$ cat src/dacc_pkg.sv
// Purpose: Shared constants and types for the dual-channel converter control block
// Assumes: 100 MHz MCLK
// Notes:   Control register fields sit in the low data bits; D11:D10 carry the address
package dacc_pkg;
	localparam int DATA_W        = 12;
	localparam int FIFO_DEPTH    = 16;
	localparam int CNT_W         = $clog2(FIFO_DEPTH + 1);
	localparam int RA_LSB        = 10;
	localparam int RA_MSB        = 11;
	localparam logic [1:0] ADDR_CR0 = 2'h0;
	localparam logic [1:0] ADDR_CR1 = 2'h1;

	localparam int CR0_W         = 6;
	localparam int CR0_CONT      = 0;
	localparam int CR0_EN_A      = 1;
	localparam int CR0_EN_B      = 2;
	localparam int CR0_DIFF      = 3;
	localparam int CR0_SCAN      = 4;
	localparam int CR0_STROBE    = 5;
	localparam int CR0_FIFO_CLR  = 6;
	localparam logic [CR0_W-1:0] CR0_RESET = 6'h06;

	localparam int CR1_W         = 6;
	localparam int CR1_POL       = 0;
	localparam int CR1_PULSE     = 1;
	localparam int CR1_LVL_LSB   = 2;
	localparam int CR1_LVL_W     = 4;
	localparam logic [CR1_W-1:0] CR1_RESET = 6'h01;

	localparam int CLK_PERIOD_NS = 10;
	localparam int OSC_PERIOD_NS = 20;
	localparam int OSC_DIV       = (OSC_PERIOD_NS + CLK_PERIOD_NS - 1) / CLK_PERIOD_NS;
	localparam int OSC_W         = 4;
	localparam int CONV_TICKS    = 4;
	localparam int CONV_W        = 3;

	typedef enum logic [3:0] {
		S_IDLE   = 4'b0001,
		S_CONV   = 4'b0010,
		S_PUSH_A = 4'b0100,
		S_PUSH_B = 4'b1000
	} dacc_state_t;
endpackage : dacc_pkg

$ cat src/dacc_fifo.sv
// Purpose: Result buffer, first in first out, valid/ready on both sides
// Assumes: Synchronous clear, clock enable freezes contents
// Notes:   Head word is presented combinationally while not empty
`timescale 1ns/1ps
module dacc_fifo #(
	parameter int WIDTH = 12,
	parameter int DEPTH = 16
) (
	input  wire logic                       clk,
	input  wire logic                       rst_n,
	input  wire logic                       ce,
	input  wire logic                       clr,
	input  wire logic                       in_valid,
	output logic                            in_ready,
	input  wire logic [WIDTH-1:0]           in_data,
	output logic                            out_valid,
	input  wire logic                       out_ready,
	output logic [WIDTH-1:0]                out_data,
	output logic [$clog2(DEPTH+1)-1:0]      count
);
	localparam int PW = $clog2(DEPTH);
	localparam int CW = $clog2(DEPTH + 1);

	logic [WIDTH-1:0] mem_ff [DEPTH];
	logic [PW-1:0]    wr_ptr_ff;
	logic [PW-1:0]    rd_ptr_ff;
	logic [CW-1:0]    cnt_ff;
	logic             do_push;
	logic             do_pop;

	assign in_ready  = (cnt_ff != CW'(DEPTH));
	assign out_valid = (cnt_ff != '0);
	assign out_data  = mem_ff[rd_ptr_ff];
	assign count     = cnt_ff;
	assign do_push   = ce && !clr && in_valid && in_ready;
	assign do_pop    = ce && !clr && out_ready && out_valid;

	always_ff @(posedge clk) begin
		if (do_push) begin
			mem_ff[wr_ptr_ff] <= in_data;
		end
	end

	always_ff @(posedge clk or negedge rst_n) begin
		if (!rst_n) begin
			wr_ptr_ff <= '0;
			rd_ptr_ff <= '0;
			cnt_ff    <= '0;
		end else if (ce && clr) begin
			wr_ptr_ff <= '0;
			rd_ptr_ff <= '0;
			cnt_ff    <= '0;
		end else begin
			if (do_push) begin
				wr_ptr_ff <= PW'(wr_ptr_ff + 1'b1);
			end
			if (do_pop) begin
				rd_ptr_ff <= PW'(rd_ptr_ff + 1'b1);
			end
			if (do_push && !do_pop) begin
				cnt_ff <= CW'(cnt_ff + 1'b1);
			end else if (do_pop && !do_push) begin
				cnt_ff <= CW'(cnt_ff - 1'b1);
			end
		end
	end
endmodule : dacc_fifo

$ cat src/dacc_osc.sv
// Purpose: Internal conversion oscillator, one tick per period while enabled
// Assumes: Enable low holds the counter cleared
// Notes:   Stopping it outside single conversions saves toggling power
`timescale 1ns/1ps
module dacc_osc (
	input  wire logic clk,
	input  wire logic rst_n,
	input  wire logic ce,
	input  wire logic en,
	output logic      tick
);
	import dacc_pkg::*;

	logic [OSC_W-1:0] cnt_ff;

	assign tick = en && (cnt_ff == OSC_W'(OSC_DIV - 1));

	always_ff @(posedge clk or negedge rst_n) begin
		if (!rst_n) begin
			cnt_ff <= '0;
		end else if (ce) begin
			if (!en || tick) begin
				cnt_ff <= '0;
			end else begin
				cnt_ff <= OSC_W'(cnt_ff + 1'b1);
			end
		end
	end
endmodule : dacc_osc

$ cat src/dacc_top.sv
// Purpose: Conversion sequencing and parallel host port of a dual-channel converter
// Assumes: All inputs synchronous to MCLK; core results valid whenever sampled
// Notes:   Edges of strobes are found by comparing with the previous sample
// How it works
// - Results are 12 bits wide and the sequencer keeps up with 8 MSPS.
// - Both core results are captured in the same cycle, channels enable singly or as one pair.
// - Scan mode pushes every enabled channel in turn from one sample.
// - Results go into a sixteen word buffer.
// - A control bit picks single or continuous conversion.
// - Single conversions are timed by the internal oscillator.
// - In continuous mode each rising edge of the conversion input samples and the oscillator stops.
// - In single mode a falling edge samples all selected inputs and starts one conversion.
// - The first select is honoured only when low.
// - The second select is honoured only when high, together with the first.
// - The ready output follows the buffer fill level with a programmable polarity.
// - The ready output can be a steady level or a one cycle pulse.
// - Data bits 11 and 10 pick control register 0 or 1 on a write.
// - Overflow rises when a result is lost and falls only on reset or buffer clear.
// - The write input is a read/write direction line or a write strobe with a separate read strobe.
`timescale 1ns/1ps
module dacc_top (
	input  wire logic                     MCLK,
	input  wire logic                     NRST,
	input  wire logic                     CE,
	input  wire logic                     CONVERSION_CLOCK_INPUT,
	input  wire logic                     SELECT_LOW_ACTIVE_N,
	input  wire logic                     SELECT_HIGH_ACTIVE,
	input  wire logic                     WRITE_STROBE_N,
	input  wire logic                     READ_STROBE_N,
	input  wire logic [dacc_pkg::DATA_W-1:0] DATA_IN,
	output logic      [dacc_pkg::DATA_W-1:0] DATA_OUT,
	output logic                          DATA_OE,
	input  wire logic [dacc_pkg::DATA_W-1:0] CORE_RESULT_A,
	input  wire logic [dacc_pkg::DATA_W-1:0] CORE_RESULT_B,
	output logic                          HOLD_STROBE,
	output logic                          OSC_RUNNING,
	output logic                          RESULT_READY_SIGNAL,
	output logic                          BUFFER_OVERFLOW_FLAG
);
	import dacc_pkg::*;

	function automatic logic is_addr(
		input logic [DATA_W-1:0] d,
		input logic [1:0]        a
	);
		is_addr = (d[RA_MSB:RA_LSB] == a);
	endfunction : is_addr

	logic [1:0]        rst_sync_ff;
	logic              rst_n;
	logic              conv_prev_ff;
	logic              sel_prev_ff;
	logic              wr_prev_ff;
	logic              rd_prev_ff;
	logic [CR0_W-1:0]  cr0_ff;
	logic [CR1_W-1:0]  cr1_ff;
	dacc_state_t       state_ff;
	dacc_state_t       nxt_state;
	dacc_state_t       first_st;
	logic [CONV_W-1:0] conv_cnt_ff;
	logic [DATA_W-1:0] hold_a_ff;
	logic [DATA_W-1:0] hold_b_ff;
	logic [DATA_W-1:0] dout_ff;
	logic              hold_ff;
	logic              ovf_ff;
	logic              ready_ff;
	logic              cond_prev_ff;
	logic              selected;
	logic              acc_start;
	logic              strobe_mode;
	logic              wr_ev;
	logic              rd_ev;
	logic              fifo_clr;
	logic              mode_cont;
	logic              scan;
	logic              use_a;
	logic              use_b;
	logic              any_en;
	logic              conv_fall;
	logic              conv_rise;
	logic              sample_go;
	logic              osc_en;
	logic              osc_tick;
	logic              push_valid;
	logic              push_ready;
	logic [DATA_W-1:0] push_data;
	logic              pop_valid;
	logic [DATA_W-1:0] pop_data;
	logic [CNT_W-1:0]  fill;
	logic [CNT_W-1:0]  thresh;
	logic              cond;
	logic              pol;
	logic              pulse_mode;
	logic              ready_act;
	logic [CR1_W-1:0]  din_low;

	// Reset is asserted at once and released two clocks later
	always_ff @(posedge MCLK or negedge NRST) begin
		if (!NRST) begin
			rst_sync_ff <= 2'h0;
		end else begin
			rst_sync_ff <= {rst_sync_ff[0], 1'b1};
		end
	end
	assign rst_n = rst_sync_ff[1];

	// Host port decode
	assign selected    = !SELECT_LOW_ACTIVE_N && SELECT_HIGH_ACTIVE;
	assign acc_start   = selected && !sel_prev_ff;
	assign strobe_mode = cr0_ff[CR0_STROBE];
	// Direction line picks the access at the start of the select window; the drive enable follows it throughout
	assign wr_ev = strobe_mode ? (selected && !WRITE_STROBE_N && wr_prev_ff)
	                           : (acc_start && !WRITE_STROBE_N);
	assign rd_ev = strobe_mode ? (selected && !READ_STROBE_N && rd_prev_ff)
	                           : (acc_start && WRITE_STROBE_N);
	assign DATA_OE = selected && (strobe_mode ? !READ_STROBE_N : WRITE_STROBE_N);
	assign fifo_clr = wr_ev && is_addr(DATA_IN, ADDR_CR0) && DATA_IN[CR0_FIFO_CLR];
	assign din_low  = DATA_IN[CR1_W-1:0];

	always_ff @(posedge MCLK or negedge rst_n) begin
		if (!rst_n) begin
			conv_prev_ff <= 1'b1;
			sel_prev_ff  <= 1'b0;
			wr_prev_ff   <= 1'b1;
			rd_prev_ff   <= 1'b1;
		end else if (CE) begin
			conv_prev_ff <= CONVERSION_CLOCK_INPUT;
			sel_prev_ff  <= selected;
			wr_prev_ff   <= WRITE_STROBE_N;
			rd_prev_ff   <= READ_STROBE_N;
		end
	end

	// Control registers; the clear bit is an action, not stored
	always_ff @(posedge MCLK or negedge rst_n) begin
		if (!rst_n) begin
			cr0_ff <= CR0_RESET;
		end else if (CE && wr_ev && is_addr(DATA_IN, ADDR_CR0)) begin
			cr0_ff <= DATA_IN[CR0_W-1:0];
		end
	end

	always_ff @(posedge MCLK or negedge rst_n) begin
		if (!rst_n) begin
			cr1_ff <= CR1_RESET;
		end else if (CE && wr_ev && is_addr(DATA_IN, ADDR_CR1)) begin
			cr1_ff <= din_low;
		end
	end

	// Conversion sequencing
	assign mode_cont = cr0_ff[CR0_CONT];
	assign scan      = cr0_ff[CR0_SCAN];
	// Differential pair yields one result, carried on the A path
	assign use_a     = cr0_ff[CR0_EN_A] || cr0_ff[CR0_DIFF];
	assign use_b     = cr0_ff[CR0_EN_B] && !cr0_ff[CR0_DIFF];
	assign any_en    = use_a || use_b;
	assign first_st  = use_a ? S_PUSH_A : S_PUSH_B;
	assign conv_fall = conv_prev_ff && !CONVERSION_CLOCK_INPUT;
	assign conv_rise = !conv_prev_ff && CONVERSION_CLOCK_INPUT;
	assign sample_go = (state_ff == S_IDLE) && any_en
	                   && (mode_cont ? conv_rise : conv_fall);
	assign osc_en    = !mode_cont && (state_ff == S_CONV);

	dacc_osc u_osc (
		.clk   (MCLK),
		.rst_n (rst_n),
		.ce    (CE),
		.en    (osc_en),
		.tick  (osc_tick)
	);

	always_comb begin
		nxt_state = state_ff;
		unique case (state_ff)
			S_IDLE: begin
				if (sample_go) begin
					nxt_state = mode_cont ? first_st : S_CONV;
				end
			end
			S_CONV: begin
				if (mode_cont || (osc_tick && conv_cnt_ff == CONV_W'(CONV_TICKS - 1))) begin
					nxt_state = mode_cont ? S_IDLE : first_st;
				end
			end
			S_PUSH_A: begin
				nxt_state = (scan && use_b) ? S_PUSH_B : S_IDLE;
			end
			S_PUSH_B: begin
				nxt_state = S_IDLE;
			end
			default: begin
				nxt_state = S_IDLE;
			end
		endcase
	end

	always_ff @(posedge MCLK or negedge rst_n) begin
		if (!rst_n) begin
			state_ff <= S_IDLE;
		end else if (CE) begin
			state_ff <= nxt_state;
		end
	end

	always_ff @(posedge MCLK or negedge rst_n) begin
		if (!rst_n) begin
			conv_cnt_ff <= '0;
		end else if (CE) begin
			if (state_ff != S_CONV) begin
				conv_cnt_ff <= '0;
			end else if (osc_tick) begin
				conv_cnt_ff <= CONV_W'(conv_cnt_ff + 1'b1);
			end
		end
	end

	// Both channels captured together so they share one sampling instant
	always_ff @(posedge MCLK or negedge rst_n) begin
		if (!rst_n) begin
			hold_a_ff <= '0;
			hold_b_ff <= '0;
			hold_ff   <= 1'b0;
		end else if (CE) begin
			hold_ff <= sample_go;
			if (sample_go) begin
				hold_a_ff <= CORE_RESULT_A;
				hold_b_ff <= CORE_RESULT_B;
			end
		end
	end

	assign push_valid = (state_ff == S_PUSH_A) || (state_ff == S_PUSH_B);
	assign push_data  = (state_ff == S_PUSH_A) ? hold_a_ff : hold_b_ff;

	dacc_fifo #(
		.WIDTH (DATA_W),
		.DEPTH (FIFO_DEPTH)
	) u_fifo (
		.clk       (MCLK),
		.rst_n     (rst_n),
		.ce        (CE),
		.clr       (fifo_clr),
		.in_valid  (push_valid),
		.in_ready  (push_ready),
		.in_data   (push_data),
		.out_valid (pop_valid),
		.out_ready (rd_ev),
		.out_data  (pop_data),
		.count     (fill)
	);

	// A push the buffer refuses is a lost result; set beats clear
	always_ff @(posedge MCLK or negedge rst_n) begin
		if (!rst_n) begin
			ovf_ff <= 1'b0;
		end else if (CE) begin
			if (push_valid && !push_ready) begin
				ovf_ff <= 1'b1;
			end else if (fifo_clr) begin
				ovf_ff <= 1'b0;
			end
		end
	end

	// Read data is latched at the read event and held stable until a later read pops a word
	always_ff @(posedge MCLK or negedge rst_n) begin
		if (!rst_n) begin
			dout_ff <= '0;
		end else if (CE && rd_ev && pop_valid) begin
			dout_ff <= pop_data;
		end
	end

	// Ready output
	assign thresh     = CNT_W'(cr1_ff[CR1_LVL_LSB +: CR1_LVL_W]) + CNT_W'(1);
	assign cond       = (fill >= thresh);
	assign pol        = cr1_ff[CR1_POL];
	assign pulse_mode = cr1_ff[CR1_PULSE];
	assign ready_act  = (RESULT_READY_SIGNAL == pol);

	always_ff @(posedge MCLK or negedge rst_n) begin
		if (!rst_n) begin
			cond_prev_ff <= 1'b0;
			ready_ff     <= 1'b0;
		end else if (CE) begin
			cond_prev_ff <= cond;
			if (pulse_mode) begin
				ready_ff <= (cond && !cond_prev_ff) ? pol : !pol;
			end else begin
				ready_ff <= cond ? pol : !pol;
			end
		end
	end

	assign DATA_OUT             = dout_ff;
	assign HOLD_STROBE          = hold_ff;
	assign OSC_RUNNING          = osc_en;
	assign RESULT_READY_SIGNAL  = ready_ff;
	assign BUFFER_OVERFLOW_FLAG = ovf_ff;
endmodule : dacc_top

$ cat config.mk
export PLATFORM = sky130hd
export DESIGN_NAME = dacc_top
export DESIGN_NICKNAME = d
export VERILOG_FILES = /design/src/dacc_pkg.sv /design/src/dacc_fifo.sv /design/src/dacc_osc.sv /design/src/dacc_top.sv
export SDC_FILE = /design/constraint.sdc
export NUM_CORES = 1
export LEC_CHECK = 0
export ABC_CLOCK_PERIOD_IN_PS = 3600
export BUFFER_PORTS_ARGS = -buffer_cell sky130_fd_sc_hd__buf_2
export CORE_ASPECT_RATIO = 0.7
export CORE_UTILIZATION = 30
export CTS_CLUSTER_DIAMETER = 30
export DETAILED_ROUTE_END_ITERATION = 8
export GPL_ROUTABILITY_DRIVEN = 0
export PLACE_DENSITY_LB_ADDON = 0.12
export SYNTH_ARGS = -nofsm -noshare
export SYNTH_HDL_FRONTEND = slang
export SYNTH_SLANG_ARGS = --single-unit
export TNS_END_PERCENT = 100
$ cat constraint.sdc
create_clock -name MCLK -period 3.6 [get_ports MCLK]
set_input_delay 0.54 -clock MCLK [delete_from_list [all_inputs] [get_ports MCLK]]
set_output_delay 0.54 -clock MCLK [all_outputs]
set_load 0.02 [all_outputs]
==> qor.yml <==
global_routing:
  grt_overflow: 0
  antenna_found_initial: 0
  gr-usage-all-layers_pct: 14.13
  grt_pass1_vias: 6908
  grt_max_degree: 64
  grt_pass1_wl_um: 41880
yosys:
  ys.flop_type: "edfxtp_1"
  synth_area_leaders: "edfxtp_1 (50%), dfrtp_1 (16%), mux4_2 (9.3%), mux2_2 (5.5%), ha_1 (2.2%)"
  synth_area_leader_cell: "edfxtp_1"
  async_flop_share_pct: 29.93
  syn_nets: 746
  yosysTopAreaCellShare_pct: 49.78
  yosysUniqueCellTypes: 61
  yosys_warnings: 0
  netlist_area_sq_um: 11580
  yosysSeqAreaShare_pct: 67.58
  ys_seq_elements: 274
  synth_edf_count: 192
  synthCells: 681
  avgSynthCellArea_sq_um: 17.01
finish:
  drive_above_1_share_pct: 37.58
  area_growth_pct: 24.25
  instances_no_fill: 1321
  diodes: 0
  num-nets-final: 853
  postLayoutCellArea_sq_um: 14390
  finish.utilization_pct: 38.30
routing:
  drtIter0Drc: 417
  route.detailed.drc: 0
  wl_per_cell_um: 20.42
  viasPerCell: 4.763
  wl_um: 26970
  drtPass1Iterations: 4
  routed-via-count: 6292
  ant_nets: 0
power_and_ir_drop:
  p_per_area_nw_per_um2: 808.0
  finalPower_mw: 11.63
  p_leak_nw: 5.367
  ir_drop_mv: 0.3353
floorplan:
  rows: 59
  initial_core_util_pct: 30.82
  die_y_um: 166.4
  fp.coreArea_sq_um: 37570
  ios: 61
  die_w_um: 236.8
  dieArea_sq_um: 39410
timing:
  tightest_slew_ps: 1028
  fin_skew_ps: 35.62
  fmax_mhz: 315.5
  slew_headroom_pct: 31.46
  worst_slack_ps: 430.6
  setup_violations: 0
  final_hold_viol_count: 0
  timing.hold.ws_ps: 194.6
  fin_crit_sh_pct: 88.04
  rsz0062_at_grt: "false"
  slew_viol_final: 0
  finalSetupTns_ps: 0
  min_period_ps: 3169
worst_setup_path:
  crit_chain: "nor4_1 > a211o_1 > nor2_2 > inv_1 > ha_1 > inv_1 > fa_1 > a21o_1 > a21oi_1 > xnor2_1 > or3_1 > a21oi_1"
  reg2reg_depth: 12
  critPathMaxFanout: 5
  cp-end-kind: "register"
  cp.required_ps: 4070
  crit_type: "register to register"
  r2r-end: "u_fifo.count[4]"
  cp_slowest_cell: "nor4_1"
  crit_buf_inv: 2
  cp.arrival_ps: 3640
  r2r_start: "u_fifo.count[1]"
  crit_path_start_kind: "register"
  path_delay_family: "simple AND/OR/NAND/NOR gates"
  critPathMaxStageDelay_ps: 580
  rrSetupSlack_ps: 430
clock_network:
  post-cts-setup-buffer-count: 0
  cts_sinks: 274
  cts-root-buf: "clkbuf_16"
  htreeDepth: 2
  insertion_delay_ps: 580
  cts_made_buffers: 53
  hold_buffers: 1
  cts_buffer_depth: 3
  post_cts_resized: 0
  cts_tree: "yes"
  path_clk_slew_ps: 50
status:
  status: "completed"
placed_design:
  place_inst: 1220
  placed_cell_area_sq_um: 12550
  port_buffers: 57
  place_ws_ps: 187.8
  place.detailed.hpwl_um: 16670
min_path:
  hold_start: "CORE_RESULT_B[8]"
  hp-class: "input pin to register"
  whs_path_depth: 2
  holdPathEnd: "hold_b_ff[8]"
run:
  drv_cap: 0
==> report_power, final <==
part	internal (mW)	switching, mW	total (mW)
Sequential	4.00	0.307	4.30
Combinational	1.07	1.31	2.38
Clock	3.24	1.70	4.94
Total	8.31	3.31	11.6
==> state kept, by name, indices dropped and copies added (netlist names), 5 cells and up <==
signal         count
cr0_ff             6
u_fifo.mem_ff    192
hold_b_ff         12
DATA_OUT          12
u_fifo.count       5
hold_a_ff         12
cr1_ff             6
==> area by class of cell <==
class,count,area (sq um)
inverter,18,72.57
clock inverter,34,377.9
tap,488,610.6
timing repair buffer,83,508.0
fill,3489,23180
clock buffer,66,1456
multi-input combinational,358,3532
sequential,274,7833
==> cell usage after synthesis, drive strengths merged (5+ instances only) <==
library cell    n
edfxtp        192
dfrtp          75
mux2           67
mux4           48
nand2          37
buf            26
nor2           26
o21ai          24
a21oi          23
ha             20
mux2i          19
and2           18
inv            18
nand3          11
dfstp           7
xnor2           6
a21o            5
clkbuf          5
nor3            5
==> routing by layer <==
metal	share of wire [%]	vias to the layer above	global-route usage, %
met5	0	-	0
met4	2.8	0	5.618
met3	5.1	59	3.424
met2	45	145	21.76
met1	47	3226	19.20
li1	-	2862	-
==> layout by cell type (no fill, tap or decap), types with 5 or more instances in the layout <==
| master | count |
|---|---|
| nand3_1 | 9 |
| dfstp_2 | 7 |
| clkinv_4 | 6 |
| clkbuf_8 | 6 |
| a21o_1 | 5 |
| a21oi_1 | 23 |
| dfrtp_1 | 72 |
| mux2_4 | 7 |
| clkbuf_1 | 6 |
| mux2_2 | 57 |
| buf_2 | 57 |
| nor2_1 | 24 |
| ha_1 | 20 |
| clkbuf_16 | 54 |
| xnor2_1 | 6 |
| buf_4 | 23 |
| mux4_2 | 48 |
| edfxtp_1 | 192 |
| nand2_1 | 36 |
| o21ai_0 | 22 |
| bufinv_16 | 5 |
| clkinvlp_4 | 10 |
| mux2i_1 | 19 |
| and2_1 | 18 |
| inv_1 | 16 |
==> cells by family (layout without fill, tap and decap cells) <==
family                   after synthesis  count (layout)  share of synthesized area [%]
adder cells (fa/ha/maj)               21              21                          2.334
flip-flops                           274             274                          67.58
XOR/XNOR                               8               8                         0.6050
buffers and inverters                 49             201                          1.999
multiplexers                         134             134                          17.72
AND/OR/NAND/NOR                      128             128                          5.996
other                                  1               1                        0.03238
AO/OA/AOI/OAI                         66              66                          3.738
==> worst max path at each step <==
| stage | from | slack (ps) | cells past startpoint | endpoint |
|---|---|---|---|---|
| after floorplan | WRITE_STROBE_N | 390 | 12 | u_fifo.count[4] |
| after global placement | WRITE_STROBE_N | 260 | 13 | u_fifo.count[4] |
| after detailed placement | WRITE_STROBE_N | 190 | 13 | u_fifo.count[4] |
| after CTS | u_fifo.count[1] | 390 | 12 | u_fifo.count[4] |
| after global routing | u_fifo.count[1] | 140 | 12 | u_fifo.count[4] |
| final | u_fifo.count[1] | 430 | 12 | u_fifo.count[4] |
==> worst register-to-register path, delay by kind of cell (launching register included) <==
family | cells | cell delay (ps)
buf+inv | 2 | 200
flops | 1 | 440
compound gates | 4 | 800
xor+xnor | 1 | 100
fa+ha+maj | 2 | 590
simple gates | 3 | 970
(Power assumes the default switching activity.)
